$ cat config.mk
export PLATFORM = sky130hd
export DESIGN_NAME = usart_core
export DESIGN_NICKNAME = d
export VERILOG_FILES = /design/src/design/usart_pkg.sv /design/src/design/usart_core.sv
export SDC_FILE = /design/constraint.sdc
export NUM_CORES = 1
export LEC_CHECK = 0
export BUFFER_PORTS_ARGS = -buffer_cell sky130_fd_sc_hd__buf_2
export CAP_MARGIN = 20
export CORE_MARGIN = 5
export CORE_UTILIZATION = 43
export DETAILED_ROUTE_END_ITERATION = 8
export PLACE_DENSITY_LB_ADDON = 0.08
export SETUP_SLACK_MARGIN = 0.2
export SLEW_MARGIN = 20
export SYNTH_ARGS = -nofsm -noshare
export SYNTH_HDL_FRONTEND = slang
export SYNTH_SLANG_ARGS = --single-unit
$ cat constraint.sdc
create_clock -name clk -period 3.4 [get_ports clk]
set_input_delay 0 -clock clk [delete_from_list [all_inputs] [get_ports clk]]
set_output_delay 0 -clock clk [all_outputs]
set_load 0.01 [all_outputs]
$ cat src/design/usart_pkg.sv
package usart_pkg;
    // Byte addresses of the word-aligned registers on the Avalon-MM port.
    localparam logic [7:0] ADDR_GLOBAL_IRQ = 8'h00;
    localparam logic [7:0] ADDR_FLAG_BANK = 8'h04;
    localparam logic [7:0] ADDR_ENABLE_BANK = 8'h08;
    localparam logic [7:0] ADDR_PRIORITY_BANK = 8'h0C;
    localparam logic [7:0] ADDR_RX_STATUS = 8'h10;
    localparam logic [7:0] ADDR_RX_DATA = 8'h14;
    localparam logic [7:0] ADDR_TX_STATUS = 8'h18;
    localparam logic [7:0] ADDR_TX_DATA = 8'h1C;
    localparam logic [7:0] ADDR_BAUD = 8'h20;
    // Field positions.
    localparam int GIE_BIT = 7;
    localparam int RX_FLAG_BIT = 5;
    localparam int TX_FLAG_BIT = 4;
    localparam int PORT_EN_BIT = 7;
    localparam int RX9_BIT = 6;
    localparam int SINGLE_RECEIVE_ENABLE_BIT = 5;
    localparam int CONTINUOUS_RECEIVE_ENABLE_BIT = 4;
    localparam int ADDRESS_DETECT_ENABLE_BIT = 3;
    localparam int FRAMING_ERROR_BIT = 2;
    localparam int OVERRUN_ERROR_BIT = 1;
    localparam int NINTH_BIT = 0;
    localparam int CLOCK_SOURCE_MASTER_SELECT_BIT = 7;
    localparam int TX9_BIT = 6;
    localparam int TRANSMIT_ENABLE_BIT = 5;
    localparam int SYNC_BIT = 4;
    localparam int HIGH_RATE_SELECT_BIT = 2;
    localparam int SHIFTER_EMPTY_STATUS_BIT = 1;
    // Values after reset.
    localparam logic [7:0] ZERO_RESET = 8'h00;
    localparam logic [7:0] PRIORITY_RESET = 8'hFF;
    localparam logic [7:0] TX_STATUS_RESET = 8'h02;
    // Timing: one instruction cycle is four core clocks.
    localparam int CLK_PERIOD_NS = 8;
    localparam int INSTR_CYCLE_NS = 32;
    localparam int INSTR_CYCLE_CLKS = INSTR_CYCLE_NS / CLK_PERIOD_NS;
    localparam int TX_BUFFER_EMPTY_FLAG_VALID_CYCLES = 2;
    localparam logic [3:0] LOAD_LAST = 4'(INSTR_CYCLE_CLKS - 1);
    localparam logic [3:0] TX_BUFFER_EMPTY_FLAG_DELAY = 4'(TX_BUFFER_EMPTY_FLAG_VALID_CYCLES * INSTR_CYCLE_CLKS);
    // Oversampling: last sample index and mid-bit index per bit time.
    localparam logic [5:0] OVS_HIGH_LAST = 6'h0F;
    localparam logic [5:0] OVS_HIGH_MID = 6'h07;
    localparam logic [5:0] OVS_LOW_LAST = 6'h3F;
    localparam logic [5:0] OVS_LOW_MID = 6'h1F;
    localparam logic [1:0] SYNC_PHASE_LAST = 2'h3;
    typedef enum logic [1:0] {RX_IDLE = 2'b00, RX_START = 2'b01,
                              RX_DATA = 2'b10, RX_STOP = 2'b11} rx_state_t;
    typedef enum logic [1:0] {TX_IDLE = 2'b00, TX_LOAD = 2'b01,
                              TX_SHIFT = 2'b10} tx_state_t;
endpackage

$ cat src/design/usart_core.sv
// The implementer's own choices: the register offsets and the Avalon-MM register port.
`timescale 1ns/1ps
module usart_core
    import usart_pkg::*;
(
    // Clock and reset.
    input wire logic clk,
    input wire logic rst_b,
    // Avalon-MM slave.
    input wire logic [7:0] address,
    input wire logic read,
    input wire logic write,
    input wire logic [31:0] writedata,
    input wire logic [3:0] byteenable,
    output logic [31:0] readdata,
    output logic waitrequest,
    // Serial pins.
    output logic shift_clock_line_out,
    output logic shift_clock_line_oe,
    input wire logic serial_data_line_in,
    output logic serial_data_line_out,
    output logic serial_data_line_oe,
    // Interrupt request and the receive interrupt's priority.
    output logic irq,
    output logic rx_irq_priority
);
    logic [7:0] gic;
    logic [7:0] enable_bank;
    logic [7:0] priority_bank;
    logic [7:0] rx_ctl;
    logic [7:0] tx_ctl;
    logic [7:0] baud_divisor;
    logic [7:0] tx_buf;
    logic tx_full;
    logic tx_buffer_empty_flag;
    logic [3:0] tx_buffer_empty_flag_cnt;
    logic transmit_enable_q;
    logic rx_complete_flag;
    logic [7:0] rx_buf;
    logic rx_ninth;
    logic framing_error;
    logic overrun_error;
    logic din_meta;
    logic din;
    logic [7:0] div_cnt;
    rx_state_t rx_state;
    logic [5:0] samp_cnt;
    logic [3:0] rx_bits;
    logic [8:0] rx_shift;
    tx_state_t tx_state;
    logic [3:0] load_cnt;
    logic [1:0] phase;
    logic [3:0] tx_bits;
    logic [8:0] shifter;

    // Register port decode; effects land once per transfer.
    wire req = read | write;
    wire capture = req & waitrequest;
    wire accept = write & ~waitrequest & byteenable[0];
    wire [7:0] wd = writedata[7:0];
    wire wr_gic = accept & (address == ADDR_GLOBAL_IRQ);
    wire wr_enable = accept & (address == ADDR_ENABLE_BANK);
    wire wr_priority = accept & (address == ADDR_PRIORITY_BANK);
    wire wr_rx_ctl = accept & (address == ADDR_RX_STATUS);
    wire wr_tx_ctl = accept & (address == ADDR_TX_STATUS);
    wire wr_txbuf = accept & (address == ADDR_TX_DATA);
    wire wr_baud = accept & (address == ADDR_BAUD);
    wire rd_rxbuf = capture & read & (address == ADDR_RX_DATA);

    wire port_en = rx_ctl[PORT_EN_BIT];
    wire rx9 = rx_ctl[RX9_BIT];
    wire single_receive_enable = rx_ctl[SINGLE_RECEIVE_ENABLE_BIT];
    wire continuous_receive_enable = rx_ctl[CONTINUOUS_RECEIVE_ENABLE_BIT];
    wire address_detect_enable = rx_ctl[ADDRESS_DETECT_ENABLE_BIT];
    wire clock_source_master_select = tx_ctl[CLOCK_SOURCE_MASTER_SELECT_BIT];
    wire tx9 = tx_ctl[TX9_BIT];
    wire transmit_enable = tx_ctl[TRANSMIT_ENABLE_BIT];
    wire sync = tx_ctl[SYNC_BIT];
    wire high_rate_select = tx_ctl[HIGH_RATE_SELECT_BIT];
    wire transmit_ninth_bit = tx_ctl[NINTH_BIT];
    wire shifter_empty_status = (tx_state != TX_SHIFT);

    wire [7:0] flag_rd = {2'b00, rx_complete_flag, tx_buffer_empty_flag, 4'h0};
    wire [7:0] rx_rd = {rx_ctl[7:3], framing_error, overrun_error, rx_ninth};
    wire [7:0] tx_rd = {tx_ctl[7:4], 1'b0, high_rate_select, shifter_empty_status, transmit_ninth_bit};
    wire [7:0] rd_value =
        (address == ADDR_GLOBAL_IRQ) ? {gic[GIE_BIT], 7'h00} :
        (address == ADDR_FLAG_BANK) ? flag_rd :
        (address == ADDR_ENABLE_BANK) ? enable_bank :
        (address == ADDR_PRIORITY_BANK) ? priority_bank :
        (address == ADDR_RX_STATUS) ? rx_rd :
        (address == ADDR_RX_DATA) ? rx_buf :
        (address == ADDR_TX_STATUS) ? tx_rd :
        (address == ADDR_TX_DATA) ? tx_buf :
        (address == ADDR_BAUD) ? baud_divisor : 8'h00;

    // One waitrequest-high cycle per access; readdata is captured with it.
    always_ff @(posedge clk)
    begin
        if (!rst_b)
        begin
            waitrequest <= 1'b1;
            readdata <= 32'h0000_0000;
        end
        else
        begin
            waitrequest <= ~capture;
            if (capture & read)
                readdata <= {24'h000000, rd_value};
        end
    end

    // Software-written control registers; the shifter has no address.
    always_ff @(posedge clk)
    begin
        if (!rst_b)
        begin
            gic <= ZERO_RESET;
            enable_bank <= ZERO_RESET;
            priority_bank <= PRIORITY_RESET;
            rx_ctl <= ZERO_RESET;
            tx_ctl <= ZERO_RESET;
            baud_divisor <= ZERO_RESET;
            tx_buf <= ZERO_RESET;
        end
        else
        begin
            if (wr_gic)
                gic <= wd;
            if (wr_enable)
                enable_bank <= wd;
            if (wr_priority)
                priority_bank <= wd;
            if (wr_rx_ctl)
                rx_ctl <= {wd[7:3], 3'b000};
            if (wr_tx_ctl)
                tx_ctl <= {wd[7:4], 1'b0, wd[HIGH_RATE_SELECT_BIT], 1'b0, wd[NINTH_BIT]};
            if (wr_baud)
                baud_divisor <= wd;
            if (wr_txbuf)
                tx_buf <= wd;
        end
    end

    // Two flops on the data pin before anything looks at it.
    always_ff @(posedge clk)
    begin
        if (!rst_b)
        begin
            din_meta <= 1'b1;
            din <= 1'b1;
        end
        else
        begin
            din_meta <= serial_data_line_in;
            din <= din_meta;
        end
    end

    // Shared baud generator: one tick every divisor plus one clocks.
    wire baud_tick = (div_cnt == baud_divisor);
    always_ff @(posedge clk)
    begin
        if (!rst_b)
            div_cnt <= 8'h00;
        else
            div_cnt <= baud_tick ? 8'h00 : div_cnt + 8'h01;
    end

    // Asynchronous receiver, sampled mid-bit at 16x or 64x the bit rate.
    wire rx_en = port_en & ~sync & continuous_receive_enable & ~overrun_error;
    wire [5:0] samp_last = high_rate_select ? OVS_HIGH_LAST : OVS_LOW_LAST;
    wire [5:0] samp_mid = high_rate_select ? OVS_HIGH_MID : OVS_LOW_MID;
    wire [3:0] rx_nbits = rx9 ? 4'h9 : 4'h8;
    wire samp_end = baud_tick & (samp_cnt == samp_last);
    wire frame_done = (rx_state == RX_STOP) & samp_end;
    wire [7:0] rx_byte = rx9 ? rx_shift[7:0] : rx_shift[8:1];
    wire rx_bit9 = rx9 & rx_shift[8];
    wire addr_drop = address_detect_enable & rx9 & ~rx_bit9;
    wire rx_take = frame_done & ~addr_drop;

    always_ff @(posedge clk)
    begin
        if (!rst_b | !rx_en)
        begin
            rx_state <= RX_IDLE;
            samp_cnt <= 6'h00;
            rx_bits <= 4'h0;
            rx_shift <= 9'h000;
        end
        else
        begin
            if (baud_tick)
                samp_cnt <= (rx_state == RX_IDLE) | samp_end ? 6'h00 : samp_cnt + 6'h01;
            unique case (rx_state)
                RX_IDLE:
                    if (!din)
                        rx_state <= RX_START;
                RX_START:
                    if (baud_tick & (samp_cnt == samp_mid))
                    begin
                        rx_state <= din ? RX_IDLE : RX_DATA;
                        samp_cnt <= 6'h00;
                        rx_bits <= 4'h0;
                    end
                RX_DATA:
                    if (samp_end)
                    begin
                        rx_shift <= {din, rx_shift[8:1]};
                        rx_bits <= rx_bits + 4'h1;
                        if (rx_bits + 4'h1 == rx_nbits)
                            rx_state <= RX_STOP;
                    end
                RX_STOP:
                    if (samp_end)
                        rx_state <= RX_IDLE;
            endcase
        end
    end

    // Receive buffer, flag and errors; a new word beats a same-cycle read.
    always_ff @(posedge clk)
    begin
        if (!rst_b)
        begin
            rx_complete_flag <= 1'b0;
            rx_buf <= 8'h00;
            rx_ninth <= 1'b0;
            framing_error <= 1'b0;
            overrun_error <= 1'b0;
        end
        else
        begin
            if (rd_rxbuf)
                rx_complete_flag <= 1'b0;
            if (rx_take & rx_complete_flag & ~rd_rxbuf)
                overrun_error <= 1'b1;
            else if (rx_take)
            begin
                rx_complete_flag <= 1'b1;
                rx_buf <= rx_byte;
                rx_ninth <= rx_bit9;
                framing_error <= ~din;
            end
            if (!continuous_receive_enable)
            begin
                framing_error <= 1'b0;
                overrun_error <= 1'b0;
            end
        end
    end

    // Synchronous master transmitter; held off while a receive is enabled.
    wire tx_go = port_en & sync & clock_source_master_select & transmit_enable & ~(single_receive_enable | continuous_receive_enable);
    wire [3:0] tx_nbits = tx9 ? 4'h9 : 4'h8;
    wire bit_end = baud_tick & (phase == SYNC_PHASE_LAST);
    wire last_bit = bit_end & (tx_bits + 4'h1 == tx_nbits);
    wire load_done = (tx_state == TX_LOAD) & (load_cnt == 4'h0);

    always_ff @(posedge clk)
    begin
        if (!rst_b | !tx_go)
        begin
            tx_state <= TX_IDLE;
            load_cnt <= 4'h0;
            phase <= 2'b00;
            tx_bits <= 4'h0;
            shifter <= 9'h000;
        end
        else
        begin
            unique case (tx_state)
                TX_IDLE:
                    if (tx_full)
                    begin
                        tx_state <= TX_LOAD;
                        load_cnt <= LOAD_LAST;
                    end
                TX_LOAD:
                    if (load_done)
                    begin
                        tx_state <= TX_SHIFT;
                        shifter <= {transmit_ninth_bit, tx_buf};
                        phase <= 2'b00;
                        tx_bits <= 4'h0;
                    end
                    else
                        load_cnt <= load_cnt - 4'h1;
                TX_SHIFT:
                begin
                    if (baud_tick)
                        phase <= phase + 2'b01;
                    if (bit_end)
                    begin
                        shifter <= {1'b0, shifter[8:1]};
                        tx_bits <= tx_bits + 4'h1;
                    end
                    if (last_bit)
                    begin
                        tx_state <= tx_full ? TX_LOAD : TX_IDLE;
                        load_cnt <= LOAD_LAST;
                    end
                end
                default:
                    tx_state <= TX_IDLE;
            endcase
        end
    end

    // The flag follows the buffer, with its clear held back two instruction cycles.
    always_ff @(posedge clk)
    begin
        if (!rst_b)
        begin
            tx_full <= 1'b0;
            tx_buffer_empty_flag <= 1'b0;
            tx_buffer_empty_flag_cnt <= 4'h0;
            transmit_enable_q <= 1'b0;
        end
        else
        begin
            transmit_enable_q <= transmit_enable;
            if (wr_txbuf)
                tx_full <= 1'b1;
            else if (load_done & tx_go)
                tx_full <= 1'b0;
            if (wr_txbuf)
                tx_buffer_empty_flag_cnt <= TX_BUFFER_EMPTY_FLAG_DELAY;
            else if (tx_buffer_empty_flag_cnt != 4'h0)
                tx_buffer_empty_flag_cnt <= tx_buffer_empty_flag_cnt - 4'h1;
            if ((transmit_enable & ~transmit_enable_q) | (load_done & tx_go))
                tx_buffer_empty_flag <= 1'b1;
            else if (tx_buffer_empty_flag_cnt == 4'h1)
                tx_buffer_empty_flag <= ~tx_full;
        end
    end

    // Pins and interrupt request, all registered.
    always_ff @(posedge clk)
    begin
        if (!rst_b)
        begin
            shift_clock_line_out <= 1'b0;
            shift_clock_line_oe <= 1'b0;
            serial_data_line_out <= 1'b1;
            serial_data_line_oe <= 1'b0;
            irq <= 1'b0;
            rx_irq_priority <= 1'b1;
        end
        else
        begin
            shift_clock_line_out <= (tx_state == TX_SHIFT) & phase[1];
            shift_clock_line_oe <= port_en & sync & clock_source_master_select;
            serial_data_line_out <= (tx_state == TX_SHIFT) ? shifter[0] : 1'b1;
            serial_data_line_oe <= tx_go;
            irq <= gic[GIE_BIT] & ((rx_complete_flag & enable_bank[RX_FLAG_BIT])
                | (tx_buffer_empty_flag & enable_bank[TX_FLAG_BIT]));
            rx_irq_priority <= priority_bank[RX_FLAG_BIT];
        end
    end

    a_irq_gating: assert property (@(posedge clk) disable iff (!rst_b)
        irq |-> $past(gic[GIE_BIT]) && ($past(rx_complete_flag && enable_bank[RX_FLAG_BIT])
            || $past(tx_buffer_empty_flag && enable_bank[TX_FLAG_BIT])))
        else $error("irq raised without an enabled flag");
    a_rx_word_flagged: assert property (@(posedge clk) disable iff (!rst_b)
        rx_take && !rx_complete_flag |=> rx_complete_flag && rx_buf == $past(rx_byte))
        else $error("accepted word not loaded");
    a_addr_filter: assert property (@(posedge clk) disable iff (!rst_b)
        frame_done && addr_drop |=> $stable(rx_buf) && $stable(rx_ninth))
        else $error("data frame loaded during address detect");
    a_overrun_set: assert property (@(posedge clk) disable iff (!rst_b)
        rx_take && rx_complete_flag && !rd_rxbuf && continuous_receive_enable |=> overrun_error)
        else $error("overrun not reported");
    a_err_clear: assert property (@(posedge clk) disable iff (!rst_b)
        !continuous_receive_enable |=> !framing_error && !overrun_error)
        else $error("errors survive receive disable");
    a_half_duplex: assert property (@(posedge clk) disable iff (!rst_b)
        tx_state != TX_IDLE |-> rx_state == RX_IDLE)
        else $error("transmit and receive overlap");
    a_load_one_cycle: assert property (@(posedge clk) disable iff (!rst_b)
        $rose(tx_state == TX_LOAD) && tx_go |-> (tx_state == TX_LOAD)[*4]
            ##1 (tx_state == TX_SHIFT || !tx_go))
        else $error("buffer transfer not one instruction cycle");
    a_tx_buffer_empty_flag_delay: assert property (@(posedge clk) disable iff (!rst_b)
        wr_txbuf && tx_buffer_empty_flag |=> tx_buffer_empty_flag[*7])
        else $error("transmit flag cleared early");
    a_transmit_enable_sets: assert property (@(posedge clk) disable iff (!rst_b)
        transmit_enable && !transmit_enable_q |=> tx_buffer_empty_flag)
        else $error("transmit enable did not set flag");
    a_lsb_first: assert property (@(posedge clk) disable iff (!rst_b)
        load_done && tx_go |=> ##1 serial_data_line_out == $past(tx_buf[0], 2))
        else $error("first bit out is not bit zero");
    a_reload_wait: assert property (@(posedge clk) disable iff (!rst_b)
        tx_state == TX_SHIFT && !last_bit && tx_go |=> tx_state == TX_SHIFT)
        else $error("shifter reloaded before last bit");

    c_addr_frame: cover property (@(posedge clk) disable iff (!rst_b)
        frame_done && address_detect_enable && rx_take);
    c_overrun: cover property (@(posedge clk) disable iff (!rst_b) $rose(overrun_error));
    c_back_to_back: cover property (@(posedge clk) disable iff (!rst_b)
        last_bit && tx_full && tx_go);
    c_tx_buffer_empty_flag_cleared: cover property (@(posedge clk) disable iff (!rst_b) $fell(tx_buffer_empty_flag));
endmodule

Word level (Yosys, flattened, before mapping)
Cells that the tools add are included.

storage, ports and cells
  word-level logic and storage cells = 214
  flip-flop bits (word level) = 137
  input bits = 49
  output and inout bits = 39

cells by class
  add/subtract/negate cells = 7
  muxes and demuxes = 55
  reduce and logical (&&, ||, !) cells = 26
  bitwise logic cells = 57
  equal/unequal tests = 32

operator list
  operator                                                         number
  8-bit two-way mux                                                10
  1-bit bitwise AND                                                37
  4-bit two-way mux                                                9
  8-bit by 5-bit == test with 1-bit output, second input constant  4
  6-bit two-way mux                                                5
  2-bit inequality test, second input constant                     12
  2-bit two-way mux                                                11
  9-bit two-way mux                                                2
  9-bit case mux with 2 select lines                               1
  8-bit by 4-bit == test with 1-bit output, second input constant  2
  4-bit case mux with 2 select lines                               2
  1-bit inverter                                                   13
  4-bit case mux with 3 select lines                               1
  3-bit AND reduction                                              4
  1-bit two-way mux                                                10
  2-bit nonzero test                                               5
  4-bit by 1-bit adder with 4-bit output, second input constant    2
  8-bit by 1-bit adder with 8-bit output, second input constant    1
  2-bit == test, second input constant                             4
  4-bit == test                                                    2
  8-bit by 3-bit == test with 1-bit output, second input constant  1
  8-bit by 6-bit == test with 1-bit output, second input constant  1
  8-bit == test                                                    1
  8-bit zero test                                                  1
  21 further kinds                                                 36

Logic depth before layout (Yosys ltp)
Gate-level depths: netlist (run 1).

  depth in word-level cells = 10
  gate-level depth with buffers = 8
  gate-level depth less buffers = 8

Worst setup path before layout (run 1)
OpenSTA, ideal clock, no wires.

  kind = reg2reg
  start point = register rx_ctl[7]
  end point = register tx_bits[2]
  stages on the path, launching flop included = 8
  slack = 1380 ps
  data required time = 3341 ps
  clock period less this slack = 2020 ps
  setup time = 59 ps
  buffers on the path = 1
  data arrival time = 1961 ps
  cells stage by stage = dfxtp_1 -> nand3_2 -> or4b_4 -> or2_1 -> buf_6 -> or3_4 -> nor3b_2 -> a31o_1

between the ends
  cells in the longest elaborated chain, start to end = 6

ends and longest elaborated chain
  element                         line               RTL
  start, declared                 usart_core.sv:30   logic [7:0] rx_ctl;
  start signal, assigned          usart_core.sv:135  rx_ctl <= {wd[7:3], 3'b000};
  1-bit bitwise AND (4 in a row)  usart_core.sv:254  wire tx_go = port_en & sync & clock_source_master_select & transmit_enable & ~(single_receive_enable | continu ...
  1-bit zero test                 usart_core.sv:262  if (!rst_b | !tx_go)
  1-bit OR                        usart_core.sv:262
  end signal, assigned            usart_core.sv:296  tx_bits <= tx_bits + 4'h1;
  end, declared                   usart_core.sv:53   logic [3:0] tx_bits;

No other way between the ends.
A chain may end at the register's enable or synchronous reset.

Worst setup path after layout (run 1)
  start point = register baud_divisor[5]
  end point = register rx_bits[0]

between the ends
  cells in the longest elaborated chain, start to end = 4
  elaborated cells between the ends (all ways) = 6
  those cells by class = eq/ne (3); bitwise (2); reduce/logical (1)

ends and longest elaborated chain
  element                                 line                                  RTL
  start, declared                         usart_core.sv:32                      logic [7:0] baud_divisor;
  start signal, assigned                  usart_core.sv:139                     baud_divisor <= wd;
  8-bit == test *                         usart_core.sv:161                     wire baud_tick = (div_cnt == baud_divisor);
  1-bit bitwise AND (on tied branches)    usart_core.sv:200, usart_core.sv:175
  2-bit inequality test (no source line)  --
  3-bit AND reduction (no source line) *  --
  end signal, assigned                    usart_core.sv:210                     rx_bits <= rx_bits + 4'h1;
  end, declared                           usart_core.sv:48                      logic [3:0] rx_bits;

Mark *: on every way between the ends. The rest lies on a longest branch, timed or not.

==> results of run 1 <==
-- power groups by stage --
stage / Sequential, mW / Clock (mW) / Combinational [mW]
after floorplan: 1.60 / 0 / 0.193
after global placement: 1.61 / 0 / 0.237
after detailed placement: 1.61 / 0 / 0.244
after CTS: 1.58 / 1.92 / 0.258
after global routing: 1.58 / 2.00 / 0.295
final: 1.58 / 1.90 / 0.258
-- worst min path at each step --
stage                         from           to  slack (ns)  depth (start not counted)
2_1_floorplan  serial_data_line_in     din_meta        0.10                          1
3_3_place_gp   serial_data_line_in     din_meta        0.18                          2
3_5_place_dp   serial_data_line_in     din_meta        0.19                          2
4_1_cts                 address[0]  readdata[3]        0.02                          4
5_1_grt                 address[0]  readdata[3]        0.03                          4
6_report                address[0]  readdata[3]        0.05                          4
-- placed cells by master (no fill, tap or decap), drive strengths merged, types with 4 or more instances in the layout --
master / instances
xor2: 16
o21ai: 21
nor2: 86
buf: 46
clkbuf: 22
or2: 5
dlygate4sd3: 14
dfxtp: 130
o22ai: 5
ha: 10
nand2b: 9
clkinv: 7
xnor2: 9
conb: 24
a311oi: 4
nand2: 110
a22o: 5
nor2b: 7
inv: 11
or3: 5
mux2: 5
a211oi: 17
mux2i: 37
nor4: 6
nand3: 48
a21oi: 58
nor3: 11
a22oi: 7
nand4: 7
-- registers in the layout, summed over array words and instances (netlist names), 4 cells and up, named ones only --
signal,count
baud_divisor,8
div_cnt,8
enable_bank,8
load_cnt,4
priority_bank,8
readdata,8
rx_bits,4
rx_buf,8
rx_ctl,5
rx_shift,9
samp_cnt,6
shifter,9
tx_bits,4
tx_buf,8
tx_buffer_empty_flag_cnt,4
tx_ctl,6
-- layout make-up --
cell class              instances  area share [%]
multi-input cells             565            46.6
flip-flops and latches        130            35.8
clock buffers                  22            6.66
repair buffers                 60            5.44
well taps                     184            3.17
clock inverters                 9            1.76
inverters                      12           0.620
-- per-layer routing --
metal / vias up / routed length (µm) / share of wire, % / global-route usage [%]
met3: 21 / 885 / 5.2 / 5.69
met2: 153 / 7710 / 46 / 31.4
li1: 2667 / - / - / -
met1: 2485 / 8050 / 48 / 28.7
met5: - / 0 / 0 / 0
met4: 0 / 255 / 1.5 / 5.99
-- worst max-delay path, delay by kind of cell (launching register included) --
kind / cells / cell delay [ns]
and+or+nand+nor: 3 / 1.21
DFF: 1 / 0.35
muxes: 1 / 0.27
buffers and inverters: 1 / 0.22
AOI/OAI and AO/OA: 1 / 0.18
xor gates and xnor gates: 1 / 0.17
-- through the flow --
step                      hold WS [ns]  util (%)  area [µm²]
after global placement           0.184      45.2        6520
after CTS                       0.0175      50.4        7270
after detailed placement         0.185      45.2        6520
after global routing            0.0283      50.4        7270
after floorplan                  0.101         -        6350
final                           0.0451      50.4        7270
-- kinds of logic (layout without fill, tap and decap cells) --
family                   count (synthesis)  after routing  share of synthesized area (%)
AO/OA/AOI/OAI                          148            148                           15.8
XOR/XNOR                                25             25                           3.49
adder cells (fa/ha/maj)                 10             10                           2.00
buffers and inverters                   70            103                           5.99
flip-flops                             130            130                           41.5
multiplexers                            42             42                           6.81
other                                    1             24                         0.0598
AND/OR/NAND/NOR                        316            316                           24.3
==> flow_summary.json, run 1 <==
{
  "pwr-share-clk_pct": 50.9,
  "gp_congestion": 0.920,
  "vias": 5326,
  "drt_iter0_markers": 398,
  "pin_count": 88,
  "reg2reg_depth": 7,
  "vdd_ir_drop_max_v": 0.000349,
  "drive_gt1_share_pct": 13.4,
  "max_freq_mhz": 399,
  "crit_fanout": 10,
  "reg2reg_from": "baud_divisor[5]",
  "hold_violations": 0,
  "cp.arrival_ns": 2.82,
  "synth_most_common_cell": "dfxtp_1",
  "track_usage_pct": 20.6,
  "core_um2": 14400,
  "n_antenna_cell": 0,
  "outcome": "completed",
  "async_reset_ff_share_pct": 0,
  "setup_slack_ns": 0.896,
  "finalSetupViolations": 0,
  "netlist.area_leader.share_pct": 41.5,
  "multiInputGateArea_um2": 3390,
  "p_int_mw": 2.87,
  "crit_type": "register to register",
  "syn_avg_cell_area_um2": 8.45,
  "dieArea_um2": 17100,
  "vias_per_cell": 5.42,
  "dp_hpwl_um": 12000,
  "ys_seq_area_share_pct": 41.5,
  "instances_no_fill": 982,
  "cp-endpoint": "rx_bits[0]",
  "n_fill_cell": 1399,
  "cp_cell_sequence": "xor2_1 -> nor4_1 -> and2_1 -> nand3_1 -> buf_4 -> o311a_1 -> mux2_2",
  "synthTopCellsByArea": "dfxtp_1 42%, nand2_1 6.5%, mux2i_1 5.9%, nor2_1 5.1%, a21oi_1 4.6%",
  "netlist_area_um2": 6270,
  "synth_flop_cell": "dfxtp_1",
  "power_per_cell_area_nw_per_um2": 514,
  "finalWirelength_um": 16900,
  "syn2layout_area_growth_pct": 16.0,
  "cts_sinks": 130,
  "grt_start_max_net_pins": 53,
  "startpoint": "baud_divisor[5]",
  "report.final.slew_viol_count": 0,
  "tns_ns": 0,
  "antenna_found_initial": 0,
  "slew_headroom_pct": 36.9,
  "die_h_um": 131,
  "final_antenna_net_count": 0,
  "post-cts-setup-buffers": 0,
  "cts_htree_levels": 4,
  "start_util_pct": 43.5,
  "switching_power_uw": 868,
  "hold_buffers": 14,
  "power_frac_seq_pct": 42.2,
  "avgRoutedWirePerCell_um": 17.2,
  "synth_edf_count": 0,
  "die_w_um": 131,
  "r2r-end": "rx_bits[0]",
  "cts-root-buf": "clkbuf_16",
  "pwr-share-comb_pct": 6.9,
  "dp_worst_setup_slack_ns": 0.838,
  "max_cap_violations": 0,
  "slowest_stage": "nor4_1",
  "final.period_utilization_pct": 73.6,
  "synth_seq_cells": 130,
  "power_mw": 3.74,
  "min_path_type": "input pin to register",
  "endpoint_kind": "register",
  "drc_errors": 0,
  "row_count": 44,
  "power_leakage_nw": 2.83,
  "period_minus_slack_ns": 2.50,
  "grt_pass1_vias": 5022,
  "grt_pass1_wl_um": 27000,
  "max_stage_delay_ns": 0.64,
  "dr.pass1.iters": 5,
  "ctsResizeCount": 0,
  "synth_common_cells": "130 x dfxtp_1, 109 x nand2_1, 86 x nor2_1",
  "post-place-cells": 937,
  "synth_top_area_cell": "dfxtp_1",
  "cts_max_path_buffers": 2,
  "ys_warn_count": 0,
  "startpoint_type": "register",
  "r2r_slack_ns": 0.90,
  "clk_latency_ns": 0.42,
  "worst_pin_slew_ns": 0.933,
  "skew_ns": 0.00759,
  "nets": 845,
  "crit_required_ns": 3.71,
  "portBuffers": 36,
  "syn_inst": 742,
  "seqCellArea_um2": 2600,
  "rsz0062_at_grt": "false",
  "overflow": 0,
  "clkTransAtPathRegs_ns": 0.06,
  "swShare_pct": 23.2,
  "yosys.cell_types.count": 71,
  "cts_tree": "yes",
  "cts_made_buffers": 17
}
No activity file was read; power rests on OpenSTA's default activity.
==> run 2: changes to the inputs <==
==> constraint.sdc (replaced) <==
create_clock -name clk -period 2 [get_ports clk]
set_input_delay 0 -clock clk [delete_from_list [all_inputs] [get_ports clk]]
set_output_delay 0 -clock clk [all_outputs]
set_load 0.01 [all_outputs]
==> run 2 against run 1 <==
Register-to-register slack got worse by 0.79 ns. Cell count increased by 7.2%. Largest power group unchanged. Clock skew increased by 0.0015 ns. Combinational power increased by 83%. Critical endpoint is now tx_bits[2].
==> flow_summary.json, run 2 (synthesis results as in run 1) <==
{
  "outcome": "completed",
  "max_cap_violations": 0,
  "finalSetupViolations": 0,
  "dieArea_um2": 17100,
  "startpoint_type": "register",
  "die_h_um": 131,
  "min_path_type": "input pin to register",
  "nets": 915,
  "drc_errors": 0,
  "reg_top3": "rx_shift: 9 flops, shifter: 9 flops",
  "n_antenna_cell": 0,
  "max_stage_delay_ns": 0.57,
  "slew_headroom_pct": 58.3,
  "cts_tree": "yes",
  "dp_worst_setup_slack_ns": 0.00553,
  "finalWirelength_um": 18400,
  "row_count": 44,
  "crit_required_ns": 2.36,
  "cts_htree_levels": 4,
  "clkTransAtPathRegs_ns": 0.06,
  "slowest_stage": "or4b_4",
  "die_w_um": 131,
  "portBuffers": 36,
  "cp.arrival_ns": 2.25,
  "instances_no_fill": 1053,
  "final.period_utilization_pct": 94.5,
  "crit_family": "simple AND/OR/NAND/NOR gates",
  "syn2layout_area_growth_pct": 32.9,
  "cts_max_path_buffers": 2,
  "fin_area_um2": 8330,
  "worst_pin_slew_ns": 0.625,
  "vias": 5784,
  "setup_slack_ns": 0.110,
  "final_antenna_net_count": 0,
  "endpoint_kind": "register",
  "power_mw": 6.14,
  "track_usage_pct": 21.6,
  "cts_made_buffers": 17,
  "dr.pass1.iters": 5,
  "grt_pass1_wl_um": 28600,
  "antenna_found_initial": 0,
  "cts_sinks": 130,
  "dp_hpwl_um": 12900,
  "vdd_ir_drop_max_v": 0.000542,
  "period_minus_slack_ns": 1.89,
  "cp_cell_sequence": "or4b_4 -> or2_1 -> or3_4 -> nor3b_2 -> a31o_1",
  "final_common_cell": "dfxtp_1",
  "vias_per_cell": 5.49,
  "overflow": 0,
  "post-place-cells": 986,
  "power_leakage_nw": 3.29,
  "path_buf_inv": 0,
  "mostFrequentLayoutCells": "114 x dfxtp_1, 106 x nand2_1, 67 x nor2_1",
  "start_util_pct": 43.5,
  "power_per_cell_area_nw_per_um2": 737,
  "report.final.slew_viol_count": 0,
  "rsz0062_at_grt": "true",
  "gp_congestion": 0.888,
  "core_um2": 14400,
  "pin_count": 88,
  "post-route-util_pct": 57.7,
  "hold_violations": 0,
  "crit_fanout": 4,
  "placed_area_um2": 6960,
  "drt_iter0_markers": 383,
  "crit_type": "register to register",
  "grt_start_max_net_pins": 53,
  "cts-root-buf": "clkbuf_16",
  "avgRoutedWirePerCell_um": 17.5,
  "clk_latency_ns": 0.42,
  "max_freq_mhz": 529,
  "drive_gt1_share_pct": 28.5,
  "skew_ns": 0.00905,
  "grt_pass1_vias": 5480
}
[run 2: changes by cell type in the layout (fill, tap and decap cells not counted), sizes merged]
cell	change
dlygate4sd3	-1
buf	+68
bufinv	-2
clkinv	+2
clkbuf	+2
clkinvlp	+2
[run 2: through the flow]
| step | hold slack (ns) | TNS [ns] |
|---|---|---|
| after global placement | 0.186 | 0 |
| after global routing | 0.0588 | -0.0149 |
| after CTS | 0.0112 | 0 |
| after detailed placement | 0.189 | 0 |
| after floorplan | 0.101 | 0 |
| final | 0.0342 | 0 |
[run 2: final cells by class]
cell class	instances	area (µm²)
Timing Repair Buffer	130	1080
Sequential cell	130	2630
Clock buffer	21	470
Fill cell	1289	6090
Inverter	12	50.0
Clock inverter	11	104
Multi-Input combinational cell	565	3770
Tap cell	184	230
[run 2: routing by layer]
metal | vias to the layer above | part of all wire [%] | global-route usage [%]
met5 | - | 0 | 0
met4 | 0 | 1.7 | 7.08
met2 | 155 | 47 | 34.1
li1 | 2799 | - | -
met1 | 2805 | 46 | 29.4
met3 | 25 | 4.6 | 5.00
[run 2: path summary, 6_finish.rpt]
path | start | endpoint | slack, ns | cells past startpoint
worst min register to register | din_meta | din | 0.43 | 1
worst min-delay path | read | readdata[6] | 0.03 | 4
worst max register to register | rx_ctl[4] | tx_bits[2] | 0.11 | 5
worst max-delay path | rx_ctl[4] | tx_bits[2] | 0.11 | 5
[run 2: timing repair]
action / in CTS / in global routing
hold buffers: 13 / 0
hold endpoints to repair: 47 / 0
cloned: 3 / 3
setup endpoints to repair: 50 / 61
pin swaps: 30 / 25
gates resized for setup: 42 / 65
buffers inserted: 8 / 8
[run 2: report_power, final]
group | internal (mW) | total (mW) | switching, mW
sequential | 2.63 | 2.67 | 0.0411
clock | 1.81 | 3.00 | 1.19
combinational | 0.183 | 0.471 | 0.287
[run 2: tightest hold or removal path: stages]
cell,delay (ns)
buf_2,0.11
a21oi_1,0.13
nand2_1,0.10
o41ai_1,0.06
